File: src/hdl/pemffl_pkg.sv
// package: offsets, field layouts and carriers of the error mask and first-fatal log block
package pemffl_pkg;

  // ----------------------------------------
  // configuration offsets and widths
  // ----------------------------------------
  localparam int          ADDR_W      = 12;
  localparam int          DATA_W      = 32;
  localparam int          BE_W        = DATA_W / 8;
  localparam int          LOG_W       = 13;
  localparam logic [11:0] OFF_COR_MSK = 12'h14C;
  localparam logic [11:0] OFF_RP_MSK  = 12'h150;
  localparam logic [11:0] OFF_FAT_LOG = 12'h154;

  // ----------------------------------------
  // correctable detect mask bits
  // ----------------------------------------
  localparam int          COR_RPL_TO   = 12;
  localparam int          COR_RPL_ROLL = 8;
  localparam int          COR_BAD_DLLP = 7;
  localparam int          COR_BAD_TLP  = 6;
  localparam int          COR_RX_ERR   = 0;
  localparam logic [31:0] COR_WMASK    = 32'h0000_11C1;
  localparam logic [31:0] COR_RESET    = 32'h0000_0000;

  // ----------------------------------------
  // root-port message detect mask bits
  // ----------------------------------------
  localparam int          RP_FAT_MSG = 2;
  localparam int          RP_UNC_MSG = 1;
  localparam int          RP_COR_MSG = 0;
  localparam logic [31:0] RP_WMASK   = 32'h0000_0007;
  localparam logic [31:0] RP_RESET   = 32'h0000_0000;

  // ----------------------------------------
  // first-fatal log bits
  // ----------------------------------------
  localparam int           LOG_LINK_DOWN = 12;
  localparam int           LOG_SOUTH_TO  = 11;
  localparam int           LOG_MALFORMED = 10;
  localparam int           LOG_RX_OVF    = 9;
  localparam int           LOG_UNEXP_CPL = 8;
  localparam int           LOG_CPL_ABORT = 7;
  localparam int           LOG_CPL_TO    = 6;
  localparam int           LOG_FC_PROTO  = 5;
  localparam int           LOG_POISONED  = 4;
  localparam int           LOG_TRAINING  = 3;
  localparam int           LOG_UNSUP_REQ = 2;
  localparam int           LOG_FAT_MSG   = 1;
  localparam int           LOG_DL_PROTO  = 0;
  localparam logic [12:0]  LOG_RESET     = 13'h0000;

  // ----------------------------------------
  // carriers
  // ----------------------------------------
  typedef struct packed {
    logic replay_timeout;
    logic replay_rollover;
    logic bad_link_packet;
    logic bad_transaction_packet;
    logic receiver_error;
  } pemffl_cor_s;

  typedef struct packed {
    logic fatal_message;
    logic uncorrectable_message;
    logic correctable_message;
  } pemffl_msg_s;

  typedef struct packed {
    logic link_down;
    logic south_link_reset_timeout;
    logic malformed;
    logic rx_overflow;
    logic unexpected_completion;
    logic completer_abort;
    logic completion_timeout;
    logic flow_control_protocol;
    logic poisoned;
    logic training;
    logic unsupported_request;
    logic data_link_protocol;
  } pemffl_unc_s;

  typedef struct packed {
    logic              wr;
    logic              rd;
    logic [11:0]       addr;
    logic [31:0]       wdata;
    logic [3:0]        be;
  } pemffl_cfg_s;

endpackage : pemffl_pkg

File: src/hdl/pemffl_detect.sv
// module: masked event detector with registered output
module pemffl_detect #(
  parameter int W = 5
) (
  input  wire logic         sys_clk_i,
  input  wire logic         rstn_i,
  input  wire logic [W-1:0] evt_i,
  input  wire logic [W-1:0] mask_i,
  output logic      [W-1:0] det_o
);

  // ----------------------------------------
  // checks
  // ----------------------------------------
  if (W < 1) begin : g_bad_w
    $error("detector width must be at least one");
  end

  // ----------------------------------------
  // detection
  // ----------------------------------------
  // a set mask bit hides its event entirely
  always_ff @(posedge sys_clk_i)
  begin
    if (!rstn_i)
      det_o <= '0;
    else
      det_o <= evt_i & ~mask_i;
  end

endmodule : pemffl_detect

File: src/hdl/pemffl_log.sv
// module: sticky write-one-to-clear log, set wins over clear
module pemffl_log #(
  parameter int W = 13
) (
  input  wire logic         sys_clk_i,
  input  wire logic         sticky_rstn_i,
  input  wire logic [W-1:0] set_i,
  input  wire logic [W-1:0] clr_i,
  output logic      [W-1:0] log_o
);

  // ----------------------------------------
  // checks
  // ----------------------------------------
  if (W < 1) begin : g_bad_w
    $error("log width must be at least one");
  end

  // ----------------------------------------
  // log bits
  // ----------------------------------------
  // only the power-on reset clears; warm reset leaves the log alone
  always_ff @(posedge sys_clk_i)
  begin
    if (!sticky_rstn_i)
      log_o <= '0;
    else
      log_o <= (log_o & ~clr_i) | set_i;
  end

endmodule : pemffl_log

File: src/hdl/pemffl_top.sv
// module: correctable and message detect masks plus first-fatal error log
// Function
// - The correctable mask resets to zero and a set bit stops detection of its error type.
// - Correctable mask bit 12 hides replay timer time-outs and bit 8 hides replay rollovers.
// - Correctable mask bit 7 hides bad link packets and bit 6 hides bad transaction packets.
// - Correctable mask bit 0 hides receiver errors and all other bits are reserved.
// - The message mask resets to zero and blocks received error messages of each chosen class.
// - Message mask bit 2 blocks fatal, bit 1 uncorrectable and bit 0 correctable messages.
// - The first-fatal log records the first unmasked fatal error of each type.
// - Hardware sets a log bit only when it is clear or being cleared that cycle, so later errors leave the log unchanged.
// - An uncorrectable error counts as fatal only by its level in the severity select.
// - Log bit 12 is surprise link down, bit 11 south link reset time-out, bit 10 malformed packet.
// - Log bit 9 is receive overflow, bit 8 unexpected completion, bit 7 completer abort.
// - Log bit 6 is completion timeout, bit 5 flow control error, bit 4 poisoned packet.
// - Log bit 3 is training error, bit 2 unsupported request, bit 1 received fatal message.
// - Log bit 0 is link protocol error and bits 31 to 13 read as zero.
// - A masked error is neither reported nor logged anywhere.
module pemffl_top (
  input  wire logic                          sys_clk_i,
  input  wire logic                          rstn_i,
  input  wire logic                          sticky_rstn_i,
  input  wire pemffl_pkg::pemffl_cfg_s       cfg_i,
  output logic      [31:0]                   cfg_rdata_o,
  output logic                               cfg_rvalid_o,
  input  wire pemffl_pkg::pemffl_cor_s       cor_evt_i,
  input  wire pemffl_pkg::pemffl_msg_s       msg_evt_i,
  input  wire pemffl_pkg::pemffl_unc_s       unc_evt_i,
  input  wire pemffl_pkg::pemffl_unc_s       unc_mask_i,
  input  wire pemffl_pkg::pemffl_unc_s       uncorrectable_severity_select_i,
  output pemffl_pkg::pemffl_cor_s            cor_det_o,
  output pemffl_pkg::pemffl_msg_s            msg_det_o,
  output logic      [12:0]                   fatal_det_o,
  output logic      [12:0]                   nonfatal_det_o,
  output logic      [12:0]                   first_fatal_error_log_o
);

  // ----------------------------------------
  // functions
  // ----------------------------------------
  // true for an access that hits the given offset
  function automatic logic hit(input pemffl_pkg::pemffl_cfg_s c, input logic [11:0] off);
    hit = c.addr[11:2] == off[11:2];
  endfunction : hit

  // byte-enable expansion of a write
  function automatic logic [31:0] lanes(input logic [3:0] be);
    for (int i = 0; i < pemffl_pkg::BE_W; i++)
      lanes[i*8 +: 8] = {8{be[i]}};
  endfunction : lanes

  // places uncorrectable types and the fatal message into log order
  function automatic logic [12:0] to_log(input pemffl_pkg::pemffl_unc_s u, input logic fmsg);
    to_log = '0;
    to_log[pemffl_pkg::LOG_LINK_DOWN] = u.link_down;
    to_log[pemffl_pkg::LOG_SOUTH_TO]  = u.south_link_reset_timeout;
    to_log[pemffl_pkg::LOG_MALFORMED] = u.malformed;
    to_log[pemffl_pkg::LOG_RX_OVF]    = u.rx_overflow;
    to_log[pemffl_pkg::LOG_UNEXP_CPL] = u.unexpected_completion;
    to_log[pemffl_pkg::LOG_CPL_ABORT] = u.completer_abort;
    to_log[pemffl_pkg::LOG_CPL_TO]    = u.completion_timeout;
    to_log[pemffl_pkg::LOG_FC_PROTO]  = u.flow_control_protocol;
    to_log[pemffl_pkg::LOG_POISONED]  = u.poisoned;
    to_log[pemffl_pkg::LOG_TRAINING]  = u.training;
    to_log[pemffl_pkg::LOG_UNSUP_REQ] = u.unsupported_request;
    to_log[pemffl_pkg::LOG_FAT_MSG]   = fmsg;
    to_log[pemffl_pkg::LOG_DL_PROTO]  = u.data_link_protocol;
  endfunction : to_log

  // ----------------------------------------
  // register state
  // ----------------------------------------
  logic [31:0] correctable_error_detect_mask_r;
  logic [31:0] root_port_message_detect_mask_r;
  logic [31:0] wr_bits;
  logic        wr_cor;
  logic        wr_rp;
  logic        wr_log;
  logic [12:0] log_clr;
  logic [12:0] log_set;
  logic [12:0] unc_seen;
  logic [12:0] sev_vec;
  logic [4:0]  cor_mask;
  logic [2:0]  msg_mask;
  logic        fmsg_seen;

  // write decode
  assign wr_bits = lanes(cfg_i.be) & cfg_i.wdata;
  assign wr_cor  = cfg_i.wr && hit(cfg_i, pemffl_pkg::OFF_COR_MSK);
  assign wr_rp   = cfg_i.wr && hit(cfg_i, pemffl_pkg::OFF_RP_MSK);
  assign wr_log  = cfg_i.wr && hit(cfg_i, pemffl_pkg::OFF_FAT_LOG);

  // ----------------------------------------
  // detect masks
  // ----------------------------------------
  // correctable mask, reserved bits stay zero
  always_ff @(posedge sys_clk_i)
  begin
    if (!rstn_i)
      correctable_error_detect_mask_r <= pemffl_pkg::COR_RESET;
    else if (wr_cor)
      correctable_error_detect_mask_r <=
        (correctable_error_detect_mask_r & ~(lanes(cfg_i.be) & pemffl_pkg::COR_WMASK))
        | (wr_bits & pemffl_pkg::COR_WMASK);
  end

  // message mask, reserved bits stay zero
  always_ff @(posedge sys_clk_i)
  begin
    if (!rstn_i)
      root_port_message_detect_mask_r <= pemffl_pkg::RP_RESET;
    else if (wr_rp)
      root_port_message_detect_mask_r <=
        (root_port_message_detect_mask_r & ~(lanes(cfg_i.be) & pemffl_pkg::RP_WMASK))
        | (wr_bits & pemffl_pkg::RP_WMASK);
  end

  // mask bits in struct order
  assign cor_mask = {correctable_error_detect_mask_r[pemffl_pkg::COR_RPL_TO],
                     correctable_error_detect_mask_r[pemffl_pkg::COR_RPL_ROLL],
                     correctable_error_detect_mask_r[pemffl_pkg::COR_BAD_DLLP],
                     correctable_error_detect_mask_r[pemffl_pkg::COR_BAD_TLP],
                     correctable_error_detect_mask_r[pemffl_pkg::COR_RX_ERR]};
  assign msg_mask = {root_port_message_detect_mask_r[pemffl_pkg::RP_FAT_MSG],
                     root_port_message_detect_mask_r[pemffl_pkg::RP_UNC_MSG],
                     root_port_message_detect_mask_r[pemffl_pkg::RP_COR_MSG]};

  // correctable detection
  pemffl_detect #(
    .W      (5)
  ) u_cor_det (
    .sys_clk_i (sys_clk_i),
    .rstn_i    (rstn_i),
    .evt_i     (cor_evt_i),
    .mask_i    (cor_mask),
    .det_o     (cor_det_o)
  );

  // received message detection
  pemffl_detect #(
    .W      (3)
  ) u_msg_det (
    .sys_clk_i (sys_clk_i),
    .rstn_i    (rstn_i),
    .evt_i     (msg_evt_i),
    .mask_i    (msg_mask),
    .det_o     (msg_det_o)
  );

  // ----------------------------------------
  // fatal classification
  // ----------------------------------------
  // unmasked events only; fatal message is fatal by definition
  assign fmsg_seen    = msg_evt_i.fatal_message && !msg_mask[2];
  assign unc_seen     = to_log(unc_evt_i & ~unc_mask_i, fmsg_seen);
  assign sev_vec      = to_log(uncorrectable_severity_select_i, 1'b1);
  // a bit being cleared this cycle counts as free, so a new fatal still lands
  assign log_set      = unc_seen & sev_vec & ~(first_fatal_error_log_o & ~log_clr);

  // registered classification outputs
  always_ff @(posedge sys_clk_i)
  begin
    if (!rstn_i)
    begin
      fatal_det_o    <= '0;
      nonfatal_det_o <= '0;
    end
    else
    begin
      fatal_det_o    <= unc_seen & sev_vec;
      nonfatal_det_o <= unc_seen & ~sev_vec;
    end
  end

  // ----------------------------------------
  // first-fatal log
  // ----------------------------------------
  // write one clears, a new fatal in the same cycle wins
  assign log_clr = wr_log ? wr_bits[12:0] : '0;

  pemffl_log #(
    .W      (pemffl_pkg::LOG_W)
  ) u_log (
    .sys_clk_i     (sys_clk_i),
    .sticky_rstn_i (sticky_rstn_i),
    .set_i         (log_set),
    .clr_i         (log_clr),
    .log_o         (first_fatal_error_log_o)
  );

  // ----------------------------------------
  // read path
  // ----------------------------------------
  // one-cycle read answer, unmapped offsets read zero
  always_ff @(posedge sys_clk_i)
  begin
    if (!rstn_i)
    begin
      cfg_rdata_o  <= '0;
      cfg_rvalid_o <= 1'b0;
    end
    else
    begin
      cfg_rvalid_o <= cfg_i.rd;
      if (!cfg_i.rd)
        cfg_rdata_o <= '0;
      else if (hit(cfg_i, pemffl_pkg::OFF_COR_MSK))
        cfg_rdata_o <= correctable_error_detect_mask_r;
      else if (hit(cfg_i, pemffl_pkg::OFF_RP_MSK))
        cfg_rdata_o <= root_port_message_detect_mask_r;
      else if (hit(cfg_i, pemffl_pkg::OFF_FAT_LOG))
        cfg_rdata_o <= {19'h00000, first_fatal_error_log_o};
      else
        cfg_rdata_o <= '0;
    end
  end
endmodule : pemffl_top

File: config.mk
export PLATFORM = sky130hd
export DESIGN_NAME = pemffl_top
export DESIGN_NICKNAME = d
export VERILOG_FILES = /design/src/hdl/pemffl_pkg.sv /design/src/hdl/pemffl_detect.sv /design/src/hdl/pemffl_log.sv /design/src/hdl/pemffl_top.sv
export SDC_FILE = /design/constraint.sdc
export NUM_CORES = 1
export LEC_CHECK = 0
export ABC_AREA = 1
export BUFFER_PORTS_ARGS = -buffer_cell sky130_fd_sc_hd__buf_2
export CORE_ASPECT_RATIO = 1.25
export CORE_MARGIN = 2
export CORE_UTILIZATION = 42
export CTS_BUF_LIST = sky130_fd_sc_hd__clkbuf_8
export DETAILED_ROUTE_END_ITERATION = 10
export PLACE_DENSITY = 0.82
export SYNTH_ARGS = -nofsm -noshare
export SYNTH_HDL_FRONTEND = slang
export SYNTH_SLANG_ARGS = --single-unit
File: constraint.sdc
create_clock -name sys_clk_i -period 1.73 [get_ports sys_clk_i]
set_input_delay 0.519 -clock sys_clk_i [delete_from_list [all_inputs] [get_ports sys_clk_i]]
set_output_delay 0.519 -clock sys_clk_i [all_outputs]
set_load 0.01 [all_outputs]
==> Word level (Yosys, flattened, before mapping) <==
Index checks and enable logic that the tools add are counted.
{ "totals": {"regBits": 144, "latchBits": 0, "output_inout_bits": 80, "memories": 0, "ramBits": 0, "wordCells": 43, "rom_bits": 0} }
{ "op_classes": {"bitwise_logic": 21, "mux": 4, "n_addsub": 0, "n_reduce_logical": 6, "mul": 0, "n_eq_ne": 3, "n_shift": 0, "div": 0, "n_lt_le_gt_ge": 0} }
{ "op_table": {"columns": ["cell", "n"], "rows": [
  ["$and A13 B13 Y13", 5],
  ["$and A32 B32 Y32", 2],
  ["$mux W32", 2],
  ["$not A13 Y13", 3],
  ["$not A13 Y32", 1],
  ["$not A3 Y32", 1],
  ["$or A32 B13 Y32", 1],
  ["$or A32 B3 Y32", 1],
  ["$eq A10 B7 Y1 const B", 3],
  ["$mux W13", 2],
  ["$or A13 B13 Y13", 1],
  ["$and A12 B12 Y12", 1],
  ["$not A12 Y12", 1],
  ["$and A5 B5 Y5", 1],
  ["$not A5 Y5", 1],
  ["$logic_and A1 B1 Y1", 4],
  ["$and A3 B3 Y3", 1],
  ["$not A3 Y3", 1],
  ["$reduce_and A2 Y1", 1],
  ["$logic_not A1 Y1", 1]
]} }

==> Logic depth before layout (Yosys ltp) <==
{ "depth": {"ltp_word": 8, "mapped_depth": 9, "depth_no_buf": 9} }

==> By module <==
From an unflattened synthesis, not the netlist that was laid out.
{ "unflattened": {"hier_cells": 372, "area_unflattened_um2": 2827.7} }
{ "modules_own_cells": {"columns": ["module", "instances", "seq_area_each_um2", "area_per_inst_um2", "cells_per_inst"], "rows": [
  ["pemffl_top", 1, 940.9, 2083.2, 281],
  ["pemffl_log", 1, 260.2, 524.3, 67],
  ["pemffl_detect at u_cor_det", 1, 100.1, 137.6, 15],
  ["pemffl_detect at u_msg_det", 1, 60.1, 82.6, 9]
]} }

==> Worst setup path after synthesis <==
Ideal clock, no wire load.
{ "synth_path": {"path_kind": "input to register", "from": "input port cfg_i[47] (netlist name)", "to": "register u_log.log_o[2]", "slack_ns": 0.309, "t_arrival_ns": 1.289, "n_path_buf": 1, "cell_stages": 7, "cell_sequence": "nor2_1 -> nand2_1 -> nor2_4 -> buf_2 -> nand4_1 -> nand2_1 -> a21oi_1"} }
{ "synth_between": {"elab_chain_len": 8} }
{ "synth_lines": {"columns": ["item", "line", "source"], "rows": [
  ["start, declared", "pemffl_top.sv:22", "input wire pemffl_pkg::pemffl_cfg_s cfg_i,"],
  ["$eq A10 B7 Y1 *", "pemffl_top.sv:42", "hit = c.addr[11:2] == off[11:2];"],
  ["$logic_and A1 B1 Y1 *", "pemffl_top.sv:90", "assign wr_log = cfg_i.wr && hit(cfg_i, pemffl_pkg::OFF_FAT_LOG);"],
  ["$mux W13 *", "pemffl_top.sv:178", "assign log_clr = wr_log ? wr_bits[12:0] : '0;"],
  ["$not A13 Y13 *", "pemffl_log.sv:28, pemffl_top.sv:157", null],
  ["$and A13 B13 Y13 *", "pemffl_log.sv:28, pemffl_top.sv:157", null],
  ["$not A13 Y13", "pemffl_top.sv:157", "assign log_set = unc_seen & sev_vec & ~(first_fatal_error_log_o & ~log_clr);"],
  ["$and A13 B13 Y13", "pemffl_top.sv:157", null],
  ["$or A13 B13 Y13 *", "pemffl_log.sv:28", "log_o <= (log_o & ~clr_i) | set_i;"],
  ["end signal, assigned", "pemffl_log.sv:28", null],
  ["end, declared", "pemffl_log.sv:9", "output logic [W-1:0] log_o"]
]} }
Every way passes the cells marked *; elsewhere a longest branch is shown, timed or not.
A chain may end at the register's enable or synchronous reset.

==> Worst setup path after layout <==
{ "layout_path": {"from": "register u_log.log_o[8]", "to": "output port first_fatal_error_log_o[8]"} }
{ "layout_rtl": {"columns": ["item", "line", "source"], "rows": [
  ["end, declared", "pemffl_top.sv:34", "output logic [12:0] first_fatal_error_log_o"]
]} }
No word-level cell between the ends.

==> summary.txt <==
Mapped Area: 2535 µm²
Count of final setup violators: 0
Hold path cells: 2
Cell accounting for the most synthesized area: dfxtp_1
Worst VDD drop: 0.0004894 V
Port bufs: 133
Clock Tree Buf Depth: 2
Worst-path clk slew: 80 ps
Die height: 90.86 µm
Synth Area per Inst: 7.776 µm²
Min cycle time layout: 1386 ps
Met2 usage: 34.45%
Vias in the first global route: 2249
Drt wl/cell: 12.20 µm
Critical Path Start: u_log.log_o[8]
RSZ-0062 raised after global routing: no
Worst-case hold slack: 336.7 ps
Hold Fails Final Rpt: 0
Gr usage total: 19.50%
Worst-path fanout max: 3
Class of the worst hold path: in -> reg
CP Capture Point: first_fatal_error_log_o[8]
Worst setup EP type: output pin
Htree depth: 3
Postcts setup bufs: 0
Outcome: complete, no violations
Startpoint Class: flop
Fmax: 721.7 MHz
Share of cells above drive strength 1: 35.31%
# rows: 31
Setup TNS Final: 0 ps
CP max stage delay: 370 ps
Bufs and invs on worst path: 1
TritonCTS clock tree: done
Seq cells post-synth: 67
DR vias: 2481
Tcrit/Tclk final: 80.09%
# fillers: 543
Synth unique cells: 19
# resized after CTS: 0
Max-Cap Viols: 0
Later-pin clock latency in the skew report: 340 ps
Residual DRC count: 0
Ports: 177
Grt ovf: 0
Max Slew Vio Count: 0
Top cells by area, synth: dfxtp_1 53%, nor2_1 8.9%, nand2_1 8.1%
Place WS: 76.43 ps
Slowest cell on the critical path: dfxtp_1
Vias per cell: 4.603
Grt met1 use: 20.64%
Cells along the critical path: buf_2
Crit Reg-Reg Endpoint: cfg_rdata_o[0]
Antenna diodes: 0
Ys Warns: 0
Final Worst Setup Slack: 344.4 ps
Synth top area share: 52.91%
Initial antenna violation count: 0
Num CTS Buffers: 9
Hold_sp: uncorrectable_severity_select_i[11]
Critical path depth in cells: 1
Hpwl dp: 5006 µm
Crit path required time: 1210 ps
Area growth, synth to finish: 35.83%
Post-route ant nets: 0
CP top delay family: flip-flops
Root Driver: clkbuf_8
Register area share after synthesis: 52.91%
Die area: 6677 µm²
GR Layer Usage met3: 5.804%
# clock sinks: 67
Slew margin rel.: 66.64%
Grt peak-use layer: met2
Die outline width: 73.49 µm
Post-cts hold buffer count: 0
GPL Wtd Cong: 0.7866
Largest net degree at the start of global routing: 16
Final WL: 6578 µm
Actual slew at the worst max-slew pin: 499.9 ps
R2R setup slack: 1010 ps
Core area: 5818 µm²
Mapped Cells: 326
Worst reg2reg path depth: 4
Crit path DAT: 870 ps
Initial DRC Count: 142
Leak: 1.874 nW
First-pass GRT wire length: 9894 µm
Pwr Density: 972.9 nW/µm²
Critical path class: reg -> out
Layout net count: 565
Drt first pass iters: 4
Initial core utilization: 43.57%
Clock Skew: 10.59 ps
per-stage QoR:
stage | utilization [%] | cells | cell area (µm²) | power, mW
final | 59.18 | 539 | 3443 | 3.350
after global routing | 59.18 | 539 | 3443 | 3.484
after CTS | 59.18 | 539 | 3443 | 3.383
after detailed placement | 55.31 | 523 | 3218 | 1.944
after global placement | 55.31 | 523 | 3218 | 1.935
after floorplan | - | 345 | 2606 | 1.809
power by group:
group | internal [mW] | switching (mW)
clock network | 0.820 | 0.620
registers | 1.58 | 0.0185
logic | 0.126 | 0.181
total | 2.53 | 0.820
per-layer routing:
| layer | wire, µm | part of all wire [%] |
|---|---|---|
| met3 | 444 | 6.7 |
| met1 | 2570 | 39 |
| met4 | 139 | 2.1 |
| met2 | 3424 | 52 |
| met5 | 0 | 0 |
worst min-delay path by stage:
stage / to
after floorplan: u_cor_det.det_o[0]
after global placement: u_cor_det.det_o[0]
after detailed placement: u_cor_det.det_o[0]
after CTS: nonfatal_det_o[12]
after global routing: nonfatal_det_o[12]
final: nonfatal_det_o[12]
Yosys cell counts:
library cell / number
clkinv_1: 1
inv_1: 38
clkbuf_1: 2
dfxtp_1: 67
a21oi_1: 14
nand2_2: 3
o21ai_0: 4
nor2_1: 60
nand2_1: 55
nor2_4: 2
conb_1: 1
nor2_2: 2
buf_2: 4
nor3_4: 1
nand4_1: 13
nand3_1: 34
inv_2: 3
buf_4: 21
buf_1: 1
placed cells by master, fill, tap and decap left out, types with 7 or more instances in the layout:
cell type and count:
dfxtp_1 67, nor2_1 60, buf_2 133, nand3_1 34, inv_1 38, buf_4 7
nand2_1 55, conb_1 20, clkbuf_8 9, a21oi_1 14, nand4_1 13
layout make-up:
class                           instances  area [µm²]  share of cell area, %
Sequential cell                        67        1341                  38.95
Multi-Input combinational cell        208       918.4                  26.67
Clock inverter                          7       101.3                  2.943
Clock buffer                            9       123.9                  3.597
Tap cell                               66       82.58                  2.398
Inverter                               42       157.7                  4.578
Timing Repair Buffer                  140       718.2                  20.86
worst reg2reg max path, stage by stage (launching register included):
cell and delay, ps:
dfxtp_1 340, inv_1 70, a21oi_1 150, nand2_1 60, inv_1 50
cells by family (layout without fill, tap and decap cells):
logic type,count (synthesis),in the layout,synth area share [%]
AND/OR/NAND/NOR,170,170,29.71
AO/OA/AOI/OAI,18,18,3.554
flip-flops,67,67,52.91
buffers and inverters,70,198,13.67
other,1,20,0.1479
No activity file was read; power rests on OpenSTA's default activity.
